### src/include/diffserv_map_pkg.sv
package diffserv_map_pkg;

    // register addresses of the three upper mapping bytes
    localparam logic [7:0] map_13_addr = 8'h9d;
    localparam logic [7:0] map_14_addr = 8'h9e;
    localparam logic [7:0] map_15_addr = 8'h9f;

    // value after reset of every mapping byte
    localparam logic [7:0] map_reset = 8'h00;

    // first code covered by this bank and field geometry
    localparam logic [5:0] first_code = 6'h34;
    localparam int field_width = 2;
    localparam int fields_per_byte = 4;
    localparam int code_msb = 7;
    localparam int code_lsb = 2;

    // register access request from the management interface
    typedef struct packed {
        logic wr_en;
        logic rd_en;
        logic [7:0] addr;
        logic [7:0] wdata;
    } reg_req_t;

    // one classification lookup from the frame parser
    typedef struct packed {
        logic valid;
        logic is_ip;
        logic [7:0] tos;
    } lookup_req_t;

    // lookup answer toward the priority resolver
    typedef struct packed {
        logic valid;
        logic hit;
        logic [1:0] prio;
    } lookup_rsp_t;

endpackage : diffserv_map_pkg

### src/logic/dscp_priority_map_upper.sv
`timescale 1ns/1ps

// bank layout, field index = code - 0x34:
//   byte 0 (0x9d): fields 3..0, codes 0x37..0x34
//   byte 1 (0x9e): fields 7..4, codes 0x3b..0x38
//   byte 2 (0x9f): fields 11..8, codes 0x3f..0x3c
// within a byte the lowest code sits in bits 1-0

// timing of the two interfaces:
//   register read: answer with read echo exactly one cycle after the request
//   register write: no answer, new value visible to the next cycle's access
//   lookup: answer exactly one cycle after the request, one per cycle allowed

// hazards a user must know:
//   a read and a write to the same byte in one cycle return the old value
//   writes to unmapped addresses are dropped without any indication
//   codes below 0x34 report no hit here; the lower bank answers for them

module dscp_priority_map_upper
    import diffserv_map_pkg::*;
#(
    // number of mapping bytes served by this bank
    parameter int num_bytes = 3
) (
    // core clock and synchronous reset
    input wire logic clk,
    input wire logic sys_rst,

    // management register access
    input wire reg_req_t reg_req,
    output logic [7:0] reg_rdata,
    output logic reg_rvalid,
    output logic reg_hit,

    // classifier lookup
    input wire lookup_req_t lookup_req,
    output lookup_rsp_t lookup_rsp
);

    // field count and width of the field index
    localparam int num_fields = num_bytes * fields_per_byte;
    localparam int field_idx_width = 4;

    // the address decode and the code window below serve exactly three bytes
    if (num_bytes != 3) begin : g_bad_count
        $error("dscp_priority_map_upper serves exactly three mapping bytes");
    end

    // the field index must reach every field of the bank
    if (num_fields > (1 << field_idx_width)) begin : g_bad_index
        $error("dscp_priority_map_upper field index too narrow");
    end

    // storage: one byte per mapping register
    logic [7:0] map_byte [num_bytes];

    // storage viewed as one 2-bit priority per code
    logic [1:0] field_val [num_fields];

    // management decode
    logic [1:0] sel_idx;
    logic sel_ok;
    logic rd_take;
    logic [num_bytes-1:0] byte_wr;
    logic [7:0] next_rdata;

    // lookup decode
    logic [5:0] code;
    logic [5:0] code_off;
    logic in_bank;
    logic [field_idx_width-1:0] field_idx;
    logic [1:0] sel_field;
    logic lookup_hit;
    lookup_rsp_t next_rsp;

    // address decode for the management access; unmapped addresses are refused
    always_comb begin
        sel_ok = 1'b1;
        if (reg_req.addr == map_13_addr) begin
            sel_idx = 2'd0;
        end else if (reg_req.addr == map_14_addr) begin
            sel_idx = 2'd1;
        end else if (reg_req.addr == map_15_addr) begin
            sel_idx = 2'd2;
        end else begin
            sel_idx = 2'd0;
            sel_ok = 1'b0;
        end
    end

    // a read is served only at one of the three mapped addresses
    assign rd_take = reg_req.rd_en && sel_ok;

    // per-byte write strobe; a write to an unmapped address touches nothing
    for (genvar i = 0; i < num_bytes; i++) begin : g_wr
        assign byte_wr[i] = reg_req.wr_en && sel_ok && (sel_idx == 2'(i));
    end

    // mapping bytes, cleared so that every code starts at the lowest priority
    for (genvar i = 0; i < num_bytes; i++) begin : g_byte
        always_ff @(posedge clk) begin
            if (sys_rst) begin
                map_byte[i] <= map_reset;
            end else if (byte_wr[i]) begin
                map_byte[i] <= reg_req.wdata;
            end
        end
    end

    // unpack each byte into its four fields, lowest code in bits 1-0
    for (genvar f = 0; f < num_fields; f++) begin : g_field
        localparam int byte_pos = f / fields_per_byte;
        localparam int bit_pos = (f % fields_per_byte) * field_width;
        assign field_val[f] = map_byte[byte_pos][bit_pos +: field_width];
    end

    // read echo: one cycle after every read request
    always_ff @(posedge clk) begin
        if (sys_rst) begin
            reg_rvalid <= 1'b0;
        end else begin
            reg_rvalid <= reg_req.rd_en;
        end
    end

    // hit flag: raised with the echo when the read address was mapped
    always_ff @(posedge clk) begin
        if (sys_rst) begin
            reg_hit <= 1'b0;
        end else begin
            reg_hit <= rd_take;
        end
    end

    // next read data: mapped byte, 00 for an unmapped read, otherwise held
    always_comb begin
        next_rdata = reg_rdata;
        if (rd_take) begin
            next_rdata = map_byte[sel_idx];
        end else if (reg_req.rd_en) begin
            next_rdata = 8'h00;
        end
    end

    // read data register, held until the next read
    always_ff @(posedge clk) begin
        if (sys_rst) begin
            reg_rdata <= map_reset;
        end else begin
            reg_rdata <= next_rdata;
        end
    end

    // six-bit code from the upper tos bits
    assign code = lookup_req.tos[code_msb:code_lsb];

    // offset into this bank; wraps for codes of the lower bank
    assign code_off = code - first_code;

    // codes 0x34 up to 0x3f belong to this bank
    assign in_bank = (code >= first_code);

    // field index held at zero outside the bank so the array is never overrun
    always_comb begin
        if (in_bank) begin
            field_idx = code_off[field_idx_width-1:0];
        end else begin
            field_idx = '0;
        end
    end

    // selected priority field
    assign sel_field = field_val[field_idx];

    // only ip frames with a code in this bank take a priority from the map
    assign lookup_hit = lookup_req.valid && lookup_req.is_ip && in_bank;

    // next lookup answer; everything but a hit reports priority 00
    always_comb begin
        next_rsp = '0;
        next_rsp.valid = lookup_req.valid;
        if (lookup_hit) begin
            next_rsp.hit = 1'b1;
            next_rsp.prio = sel_field;
        end else begin
            next_rsp.hit = 1'b0;
            next_rsp.prio = 2'b00;
        end
    end

    // lookup answer register, one cycle after the request
    always_ff @(posedge clk) begin
        if (sys_rst) begin
            lookup_rsp <= '0;
        end else begin
            lookup_rsp <= next_rsp;
        end
    end

endmodule : dscp_priority_map_upper

### config.mk
export PLATFORM = sky130hd
export DESIGN_NAME = dscp_priority_map_upper
export DESIGN_NICKNAME = d
export VERILOG_FILES = /design/src/include/diffserv_map_pkg.sv /design/src/logic/dscp_priority_map_upper.sv
export SDC_FILE = /design/constraint.sdc
export NUM_CORES = 1
export LEC_CHECK = 0
export ABC_CLOCK_PERIOD_IN_PS = 3500
export BUFFER_PORTS_ARGS = -buffer_cell sky130_fd_sc_hd__buf_4
export CORE_MARGIN = 1.5
export CORE_UTILIZATION = 50
export DETAILED_ROUTE_END_ITERATION = 10
export PLACE_DENSITY = 0.75
export SETUP_SLACK_MARGIN = 0.15
export SLEW_MARGIN = 20
export SYNTH_ARGS = -nofsm -noshare
export SYNTH_HDL_FRONTEND = slang
export SYNTH_SLANG_ARGS = --single-unit
### constraint.sdc
create_clock -name clk -period 3.5 [get_ports clk]
set_clock_uncertainty 0.05 [all_clocks]
set_input_delay 0.35 -clock clk [delete_from_list [all_inputs] [get_ports clk]]
set_output_delay 0.35 -clock clk [all_outputs]
set_load 0.005 [all_outputs]
==> flow_summary.ini, run 1 <==
[outcome]
outcome = completed

[timing]
period_needed_ps = 1730
fin_crit_sh = 0.493
fmax_mhz = 579
rsz0062_at_grt = false
tightest_slew_ps = 505
setup_viol = 0
slew_headroom = 0.662
hold_viol = 0
finalSetupTns_ps = 0
maxSlewViolCount = 0
setup_ws_ps = 1770

[finish]
n_fill_cell = 313
regArea_um2 = 1000
design_area_um2 = 2360
layout_commonest_cell = buf_4
n_antenna_cell = 0
areaGrowthSynthToFinish_pct = 22.3
final_cells = 264
multi_input_area_um2 = 878
drive_above_1_share = 0.296
fin_nets = 247
mostFrequentLayoutCells = buf_4 (41), and2_1 (24), edfxtp_1 (24), nand2_1 (14), dfxtp_1 (14)

[route]
post_drt_wl_per_cell_um = 15.4
drt_iter0_markers = 115
final_antenna_net_count = 0
vias_per_cell = 5.56
drc_errors = 0
routed_wl_um = 4080
vias = 1468
dr.pass1.iters = 4

[min_path]
hold_start = sys_rst
hold_depth = 2
hold_end = reg_rdata[2]
hp-class = primary input to register

[cts]
cts.clk_slew.worst_paths_ps = 70
clk_latency_ps = 300
post_cts_resize_count = 0
cts_made_buffers = 5
cts.htree.levels = 2
cts.sinks = 38
clock-root-buffer = clkbuf_8
ctsHoldBuffers = 0
cts_tree = yes
postCtsSetupRepairBufs = 0
clockBufferDepth = 2

[global_route]
grt_max_degree = 16
antenna_found_initial = 0
grt_pass1_vias = 1388
grt_usage = 0.206
grt-ovfl-total = 0
grt_pass1_wl_um = 6430

[logic_synthesis]
synth_top_cell_by_area = edfxtp_1
synthTopCellsByArea = edfxtp_1 (37%), dfxtp_1 (15%), and2_1 (7.8%), mux2i_1 (6.2%), mux2_2 (4.7%)
synthesis.area_um2 = 1930
syn_avg_cell_area_um2 = 11.1
yosysUniqueCellTypes = 41
synth_top_area_frac = 0.374
seq_area_frac_synth = 0.519
syn-num-nets = 205
synthCells = 173
ys_ff_latch = 38
yosys_warnings = 0

[placed_design]
dp_hpwl_um = 3100
dpl.cell_count = 256
dpl_cell_area_um2 = 2270
port_buffers = 41
gp_congestion = 0.882
post-place-ws_ps = 1450

[floorplanning]
start_util = 0.522
die_area_um2 = 4240
coreArea_um2 = 3690
die_x_um = 65.1
rows = 22
io_pins = 44
chipHeight_um = 65.1

[pwr]
clkPwrFrac = 0.334
max-vdd-ir-drop_mv = 0.261
switching_share = 0.243
comb_power_share = 0.109
p_leak_nw = 0.973
switchingPower_w = 0.000219
power_density_nw_per_um2 = 382
internal-power_w = 0.000680
seqPwrFrac = 0.557

[critical_path]
crit_top_cell = nand4b_1
crit_chain = buf_4, nand4b_1, nor3b_2, nand4b_1, nand2b_1
cp-start-kind = primary input
critPathSlowestCell = nor3b_2
rr_endpoint = lookup_rsp[1]
r2r_slack_ps = 2170
worstPathRequired_ps = 3410
path_class = primary input to register
arrival_ps = 1640
slowest_delay_ps = 480
r2r_start = map_byte[0][7]
worstSetupEndpointType = register
rr_worst_depth = 5
cp_max_fo = 9

[run]
drv_cap = 0
worst max-delay path: cells and delay by family:
family                 cells  cell delay (ps)
buffers and inverters      1              100
and+or+nand+nor            4             1180
sequential cells by signal, summed over array words and instances (netlist names):
signal	flops
lookup_rsp	4
map_byte	24
reg_hit	1
reg_rdata	8
reg_rvalid	1
how the worst max path moves through the flow:
| stage | endpoint | slack (ps) | startpoint |
|---|---|---|---|
| 6_report | map_byte[0][6] | 1770 | reg_req[14] |
| 3_5_place_dp | map_byte[0][0] | 1450 | reg_req[14] |
| 2_1_floorplan | map_byte[0][0] | 1790 | reg_req[14] |
| 4_1_cts | map_byte[0][0] | 1760 | reg_req[14] |
| 3_3_place_gp | map_byte[0][3] | 1480 | reg_req[14] |
| 5_1_grt | map_byte[0][2] | 1500 | reg_req[14] |
per-stage QoR:
stage	total power [W]	hold WS, ps	utilization
finish	0.000899	258	0.639
global route	0.000939	269	0.639
CTS	0.000903	251	0.639
global placement	0.000605	390	0.614
detailed placement	0.000608	403	0.614
floorplan	0.000562	379	-
cell usage after synthesis:
| library cell | instances |
|---|---|
| and2_1 | 24 |
| edfxtp_1 | 24 |
| dfxtp_1 | 14 |
| nand2_1 | 14 |
| mux2i_1 | 12 |
| o21ai_0 | 10 |
| mux2_2 | 8 |
| nand4b_1 | 6 |
| inv_1 | 5 |
| nor2b_1 | 5 |
| a21oi_1 | 4 |
| nand2b_1 | 4 |
| nand3_1 | 4 |
| clkbuf_1 | 3 |
| a31oi_1 | 2 |
| a41o_1 | 2 |
| buf_2 | 2 |
| ha_1 | 2 |
| nor2_1 | 2 |
| nor2_2 | 2 |
| nor3_1 | 2 |
| o211ai_1 | 2 |
| o221ai_1 | 2 |
| a211oi_1 | 1 |
| a21oi_2 | 1 |
| a221o_1 | 1 |
| a22oi_1 | 1 |
| a2bb2oi_1 | 1 |
| and3_1 | 1 |
| and3b_1 | 1 |
| buf_4 | 1 |
| nand3_2 | 1 |
| nand3b_1 | 1 |
| nand4_1 | 1 |
| nor3b_1 | 1 |
| nor3b_2 | 1 |
| nor4_1 | 1 |
| o22ai_1 | 1 |
| o31a_1 | 1 |
| o31ai_2 | 1 |
| or3b_4 | 1 |
power by group through the flow:
stage	Combinational, W	Clock [W]	Sequential (W)
after global routing	0.000106	0.000329	0.000503
final	0.0000981	0.000300	0.000501
after global placement	0.0000940	0	0.000511
after detailed placement	0.0000972	0	0.000511
after floorplan	0.0000543	0	0.000507
after CTS	0.0000976	0.000304	0.000501
final cells by class:
| class | count | area share |
|---|---|---|
| Timing Repair Buffer | 41 | 0.131 |
| Clock buffer | 5 | 0.0292 |
| Multi-Input combinational cell | 124 | 0.373 |
| Sequential cell | 38 | 0.425 |
| Tap cell | 48 | 0.0255 |
| Clock inverter | 3 | 0.00903 |
| Inverter | 5 | 0.00797 |
metal layers:
layer  part of all wire  wire length, um  track usage
met5                  0                0            0
met2               0.48             1940        0.338
met4              0.018               74        0.102
met1               0.44             1810        0.255
met3              0.063              255       0.0486
cells by family after synthesis:
family / synth area share
adder cells (fa/ha/maj): 0.0130
AO/OA/AOI/OAI: 0.107
buffers and inverters: 0.0247
multiplexers: 0.109
AND/OR/NAND/NOR: 0.227
flip-flops: 0.519
No activity file was read; power rests on OpenSTA's default activity.
==> run 2: changes to the inputs <==
--- a/config.mk
+++ b/config.mk
@@ -5,10 +5,10 @@
 export SDC_FILE = /design/constraint.sdc
 export NUM_CORES = 1
 export LEC_CHECK = 0
-export ABC_CLOCK_PERIOD_IN_PS = 3500
+export ABC_CLOCK_PERIOD_IN_PS = 1550
 export BUFFER_PORTS_ARGS = -buffer_cell sky130_fd_sc_hd__buf_4
 export CORE_MARGIN = 1.5
-export CORE_UTILIZATION = 50
+export CORE_UTILIZATION = 48
 export DETAILED_ROUTE_END_ITERATION = 10
 export PLACE_DENSITY = 0.75
 export SETUP_SLACK_MARGIN = 0.15
==> constraint.sdc (replaced) <==
create_clock -name clk -period 1.55 [get_ports clk]
set_clock_uncertainty 0.05 [all_clocks]
set_input_delay 0.155 -clock clk [delete_from_list [all_inputs] [get_ports clk]]
set_output_delay 0.155 -clock clk [all_outputs]
set_load 0.005 [all_outputs]
==> run 2 against run 1 <==
Effect of this change: sequential power is 130% higher; critical path depth is 2 higher; utilization is 4.9 points higher; critical endpoint is now map_byte[2][4]; sequential share of layout area fell by 3.9 points; via count up 3.6%; highest routed layer unchanged; count of clock-buffer cells in the layout unchanged; routed wire length increased by 6.7%; largest power group unchanged; non-clock buffer count grew 15.
==> flow_summary.ini, run 2 (synthesis gave the netlist of run 1 again) <==
[timing]
rsz0062_at_grt = true
setup_ws_ps = 147
period_needed_ps = 1400
hold_viol = 0
setup_viol = 0
maxSlewViolCount = 0
tightest_slew_ps = 423
fmax_mhz = 713
slew_headroom = 0.717
fin_crit_sh = 0.905

[critical_path]
rr_worst_depth = 5
arrival_ps = 1370
r2r_slack_ps = 220
cp-start-kind = primary input
cp_max_fo = 8
r2r_start = map_byte[0][7]
worstSetupEndpointType = register
path_class = primary input to register
worstPathRequired_ps = 1520
rr_endpoint = lookup_rsp[1]

[placed_design]
gp_congestion = 0.881
dpl.cell_count = 265
dp_hpwl_um = 3370
port_buffers = 41
post-place-ws_ps = -155

[floorplanning]
start_util = 0.511
io_pins = 44
die_x_um = 66.4
die_area_um2 = 4400
rows = 22
coreArea_um2 = 3770
chipHeight_um = 66.4

[global_route]
grt-ovfl-total = 0
grt_pass1_wl_um = 6980
grt_max_degree = 15
grt_pass1_vias = 1446
antenna_found_initial = 0
grt_usage = 0.220

[route]
vias = 1521
drt_iter0_markers = 95
post_drt_wl_per_cell_um = 15.6
routed_wl_um = 4350
drc_errors = 0
vias_per_cell = 5.45
dr.pass1.iters = 4
final_antenna_net_count = 0

[min_path]
hold_depth = 2
hold_end = reg_rdata[0]
hold_start = sys_rst
hp-class = primary input to register

[finish]
n_fill_cell = 283
largest_reg_flops = 24
fin_nets = 262
final_core_util = 0.687
areaGrowthSynthToFinish_pct = 34.5
final_cells = 279
drive_above_1_share = 0.394
mostFrequentLayoutCells = buf_4 (53), edfxtp_1 (24), and2_1 (22), dfxtp_1 (14), nand2_1 (13)
top_register = map_byte
layout_commonest_cell = buf_4
n_antenna_cell = 0
largestRegisters = map_byte: 24 flops, reg_rdata: 8 flops, lookup_rsp: 4 flops

[pwr]
power_density_nw_per_um2 = 855
max-vdd-ir-drop_mv = 0.632
total_power_w = 0.00222
p_leak_nw = 1.08

[cts]
cts.sinks = 38
cts.htree.levels = 2
clock-root-buffer = clkbuf_8
clk_latency_ps = 290
ctsHoldBuffers = 0
cts_made_buffers = 5
cts_tree = yes
cts.clk_slew.worst_paths_ps = 70
clockBufferDepth = 2

[run]
drv_cap = 0

[outcome]
outcome = completed
-- run 2: cell type report --
type                       instances  area [um2]  area share
clock buffer                       5        68.8      0.0265
timing repair buffer              56         449       0.173
tap                               48        60.1      0.0232
inverter                           5        26.3      0.0101
clock inverter                     3        40.0      0.0154
sequential                        38        1000       0.386
multi-input combinational        124         947       0.365
-- run 2: how the worst max path moves through the flow --
stage / start / end / slack [ps] / cells past startpoint
6_report: reg_req[14] / map_byte[2][4] / 150 / 7
5_1_grt: reg_req[14] / map_byte[1][2] / 100 / 6
4_1_cts: reg_req[14] / map_byte[1][2] / 150 / 6
3_5_place_dp: reg_req[14] / map_byte[1][2] / -150 / 6
3_3_place_gp: lookup_req[5] / lookup_rsp[1] / -70 / 8
2_1_floorplan: reg_req[14] / map_byte[2][0] / 130 / 3
-- run 2: report_power, final --
part           internal [W]  leakage (nW)  switching, W
Combinational      0.000143         0.684      0.000125
Sequential          0.00111         0.341     0.0000246
Clock              0.000473        0.0579      0.000341
-- run 2: layer usage --
layer | up-vias | routed length [um] | global-route usage
li1 | 755 | - | -
met1 | 704 | 1840 | 0.265
met2 | 55 | 2210 | 0.368
met3 | 7 | 220 | 0.0647
met4 | 0 | 72 | 0.0918
met5 | - | 0 | 0
-- run 2: repair_timing --
action	CTS	global route
buffers inserted	0	6
gates resized for setup	0	16
endpoints found under the setup margin	0	30
hold endpoints to repair	0	0
-- run 2: worst max-delay path: stages --
cell and delay [ps]:
buf_6 90, nand4b_1 210, nor3b_4 290, buf_4 160, buf_4 100, a41o_1 220
buf_12 140
-- run 2: through the flow --
step                cell area, um2  setup TNS (ps)  hold WS (ps)
floorplan                     1970               0           184
global placement              2390            -687           359
detailed placement            2390           -3510           366
CTS                           2500               0          50.3
global route                  2590               0          63.2
finish                        2590               0          59.6
==> run 3: changes to the inputs <==
--- a/config.mk
+++ b/config.mk
@@ -5,10 +5,10 @@
 export SDC_FILE = /design/constraint.sdc
 export NUM_CORES = 1
 export LEC_CHECK = 0
-export ABC_CLOCK_PERIOD_IN_PS = 1550
+export ABC_CLOCK_PERIOD_IN_PS = 1400
 export BUFFER_PORTS_ARGS = -buffer_cell sky130_fd_sc_hd__buf_4
 export CORE_MARGIN = 1.5
-export CORE_UTILIZATION = 48
+export CORE_UTILIZATION = 50
 export DETAILED_ROUTE_END_ITERATION = 10
 export PLACE_DENSITY = 0.75
 export SETUP_SLACK_MARGIN = 0.15
==> constraint.sdc (replaced) <==
create_clock -name clk -period 1.4 [get_ports clk]
set_clock_uncertainty 0.05 [all_clocks]
set_input_delay 0.14 -clock clk [delete_from_list [all_inputs] [get_ports clk]]
set_output_delay 0.14 -clock clk [all_outputs]
set_load 0.005 [all_outputs]
==> run 3 against run 2 <==
Effect of this change: setup slack got worse by 110 ps; power increased by 2.6%; die area decreased by 3.8%; critical path depth decreased by 2; utilization increased by 2.7 points; combinational power increased by 16%; sequential share of layout area decreased by 0.62 points; final area increased by 1.6%; clock power decreased by 13%; first-iteration DRC count increased by 6.3%; critical endpoint is now lookup_rsp[1].
==> flow_summary.ini, run 3 (synthesis gave the netlist of run 1 again) <==
[timing]
maxSlewViolCount = 0
rsz0062_at_grt = true
fmax_mhz = 735
period_needed_ps = 1360
hold_viol = 0
slew_headroom = 0.709
fin_crit_sh = 0.971
setup_viol = 0
tightest_slew_ps = 435

[pwr]
comb_power_share = 0.137
p_leak_nw = 1.08
switching_share = 0.239
seqPwrFrac = 0.552
clkPwrFrac = 0.311
switchingPower_w = 0.000543
internal-power_w = 0.00173
power_density_nw_per_um2 = 863
max-vdd-ir-drop_mv = 0.680
total_power_w = 0.00227

[floorplanning]
die_area_um2 = 4240
start_util = 0.522
coreArea_um2 = 3690
chipHeight_um = 65.1
io_pins = 44
rows = 22
die_x_um = 65.1

[finish]
n_antenna_cell = 0
final_core_util = 0.714
regArea_um2 = 1000
largestRegisters = map_byte: 24 flops, reg_rdata: 8 flops, lookup_rsp: 4 flops
largest_reg_flops = 24
mostFrequentLayoutCells = buf_4 (57), edfxtp_1 (24), and2_1 (20), dfxtp_1 (14), nand2_1 (13)
top_register = map_byte
multi_input_area_um2 = 997
design_area_um2 = 2640
drive_above_1_share = 0.419
n_fill_cell = 277
final_cells = 282
layout_commonest_cell = buf_4
areaGrowthSynthToFinish_pct = 36.8
fin_nets = 266

[critical_path]
cp_max_fo = 2
r2r_start = map_byte[0][7]
path_class = register to register
worstSetupEndpointType = register
critPathBufInv = 0
cp-startpoint = map_byte[0][7]
worstPathRequired_ps = 1530
arrival_ps = 1490
r2r_slack_ps = 40
critPathSlowestCell = edfxtp_1
rr_endpoint = lookup_rsp[1]
cp-start-kind = register
critPathTopFamily = compound AO/OA/AOI/OAI gates
slowest_delay_ps = 420
rr_worst_depth = 5
crit_chain = mux2i_1, o21ai_1, a221o_1, nand4_1, nand2_1

[cts]
clockBufferDepth = 2
cts_made_buffers = 5
cts.htree.levels = 2
cts.clk_slew.worst_paths_ps = 80
cts.sinks = 38
clk_latency_ps = 290
cts_tree = yes
clock-root-buffer = clkbuf_8

[placed_design]
dpl_cell_area_um2 = 2410
dpl.cell_count = 267
gp_congestion = 0.900
port_buffers = 41
dp_hpwl_um = 3240

[route]
vias_per_cell = 5.51
drt_iter0_markers = 101
routed_wl_um = 4340
post_drt_wl_per_cell_um = 15.4
vias = 1554
drc_errors = 0
dr.pass1.iters = 4
final_antenna_net_count = 0

[min_path]
hold_depth = 2
hold_start = sys_rst
hp-class = primary input to register
hold_end = reg_rdata[2]

[global_route]
antenna_found_initial = 0
grt_max_degree = 13
grt_pass1_wl_um = 6870
grt_usage = 0.214
grt-ovfl-total = 0
grt_pass1_vias = 1447

[outcome]
outcome = completed

[run]
drv_cap = 0
[run 3: worst max path at each step]
| stage | end | cells past startpoint | slack, ps |
|---|---|---|---|
| final | lookup_rsp[1] | 5 | 40 |
| after global placement | lookup_rsp[1] | 8 | -170 |
| after global routing | lookup_rsp[1] | 5 | -90 |
| after detailed placement | lookup_rsp[0] | 8 | -240 |
| after floorplan | map_byte[0][0] | 5 | 10 |
| after CTS | lookup_rsp[1] | 5 | 80 |
[run 3: repair_timing]
item | in CTS | in global routing
resized for setup | 9 | 16
hold buffers | 0 | 0
buffers inserted | 3 | 5
setup endpoints to repair | 37 | 55
gates cloned | 0 | 0
pin swaps | 1 | 14
[run 3: per-layer routing]
layer	part of all wire	vias to the layer above	wire length [um]	GRT usage
met5	0	-	0	0
met3	0.054	10	234	0.0608
li1	-	758	-	-
met4	0.016	0	70	0.0521
met2	0.50	57	2160	0.366
met1	0.43	729	1880	0.268
[run 3: cell type report]
| type | count | area share |
|---|---|---|
| inverters | 5 | 0.0119 |
| flip-flops and latches | 38 | 0.380 |
| repair buffers | 60 | 0.175 |
| well taps | 48 | 0.0228 |
| clock inverters | 2 | 0.00570 |
| multi-input cells | 124 | 0.378 |
| clock buffers | 5 | 0.0261 |
[run 3: per-stage QoR]
stage                     hold WS (ps)  TNS (ps)  worst slack, ps
after floorplan                    169         0             10.5
after global placement             338     -5430             -165
after detailed placement           344     -7750             -236
after CTS                         58.6         0             79.0
after global routing              75.1     -85.6            -85.6
final                             65.2         0             40.1
[run 3: power groups by stage]
stage	logic, W	registers, W	clock network (W)
2_1_floorplan	0.000148	0.00127	0
3_3_place_gp	0.000271	0.00128	0
3_5_place_dp	0.000277	0.00128	0
4_1_cts	0.000294	0.00125	0.000711
5_1_grt	0.000335	0.00126	0.000760
6_report	0.000312	0.00125	0.000707
[run 3: worst reg2reg max path: cells and delay by family (launching register included)]
family / cells / cell delay, ps
AO/OA/AOI/OAI: 2 / 470
flip-flops: 1 / 420
multiplexers: 1 / 180
AND/OR/NAND/NOR: 2 / 140
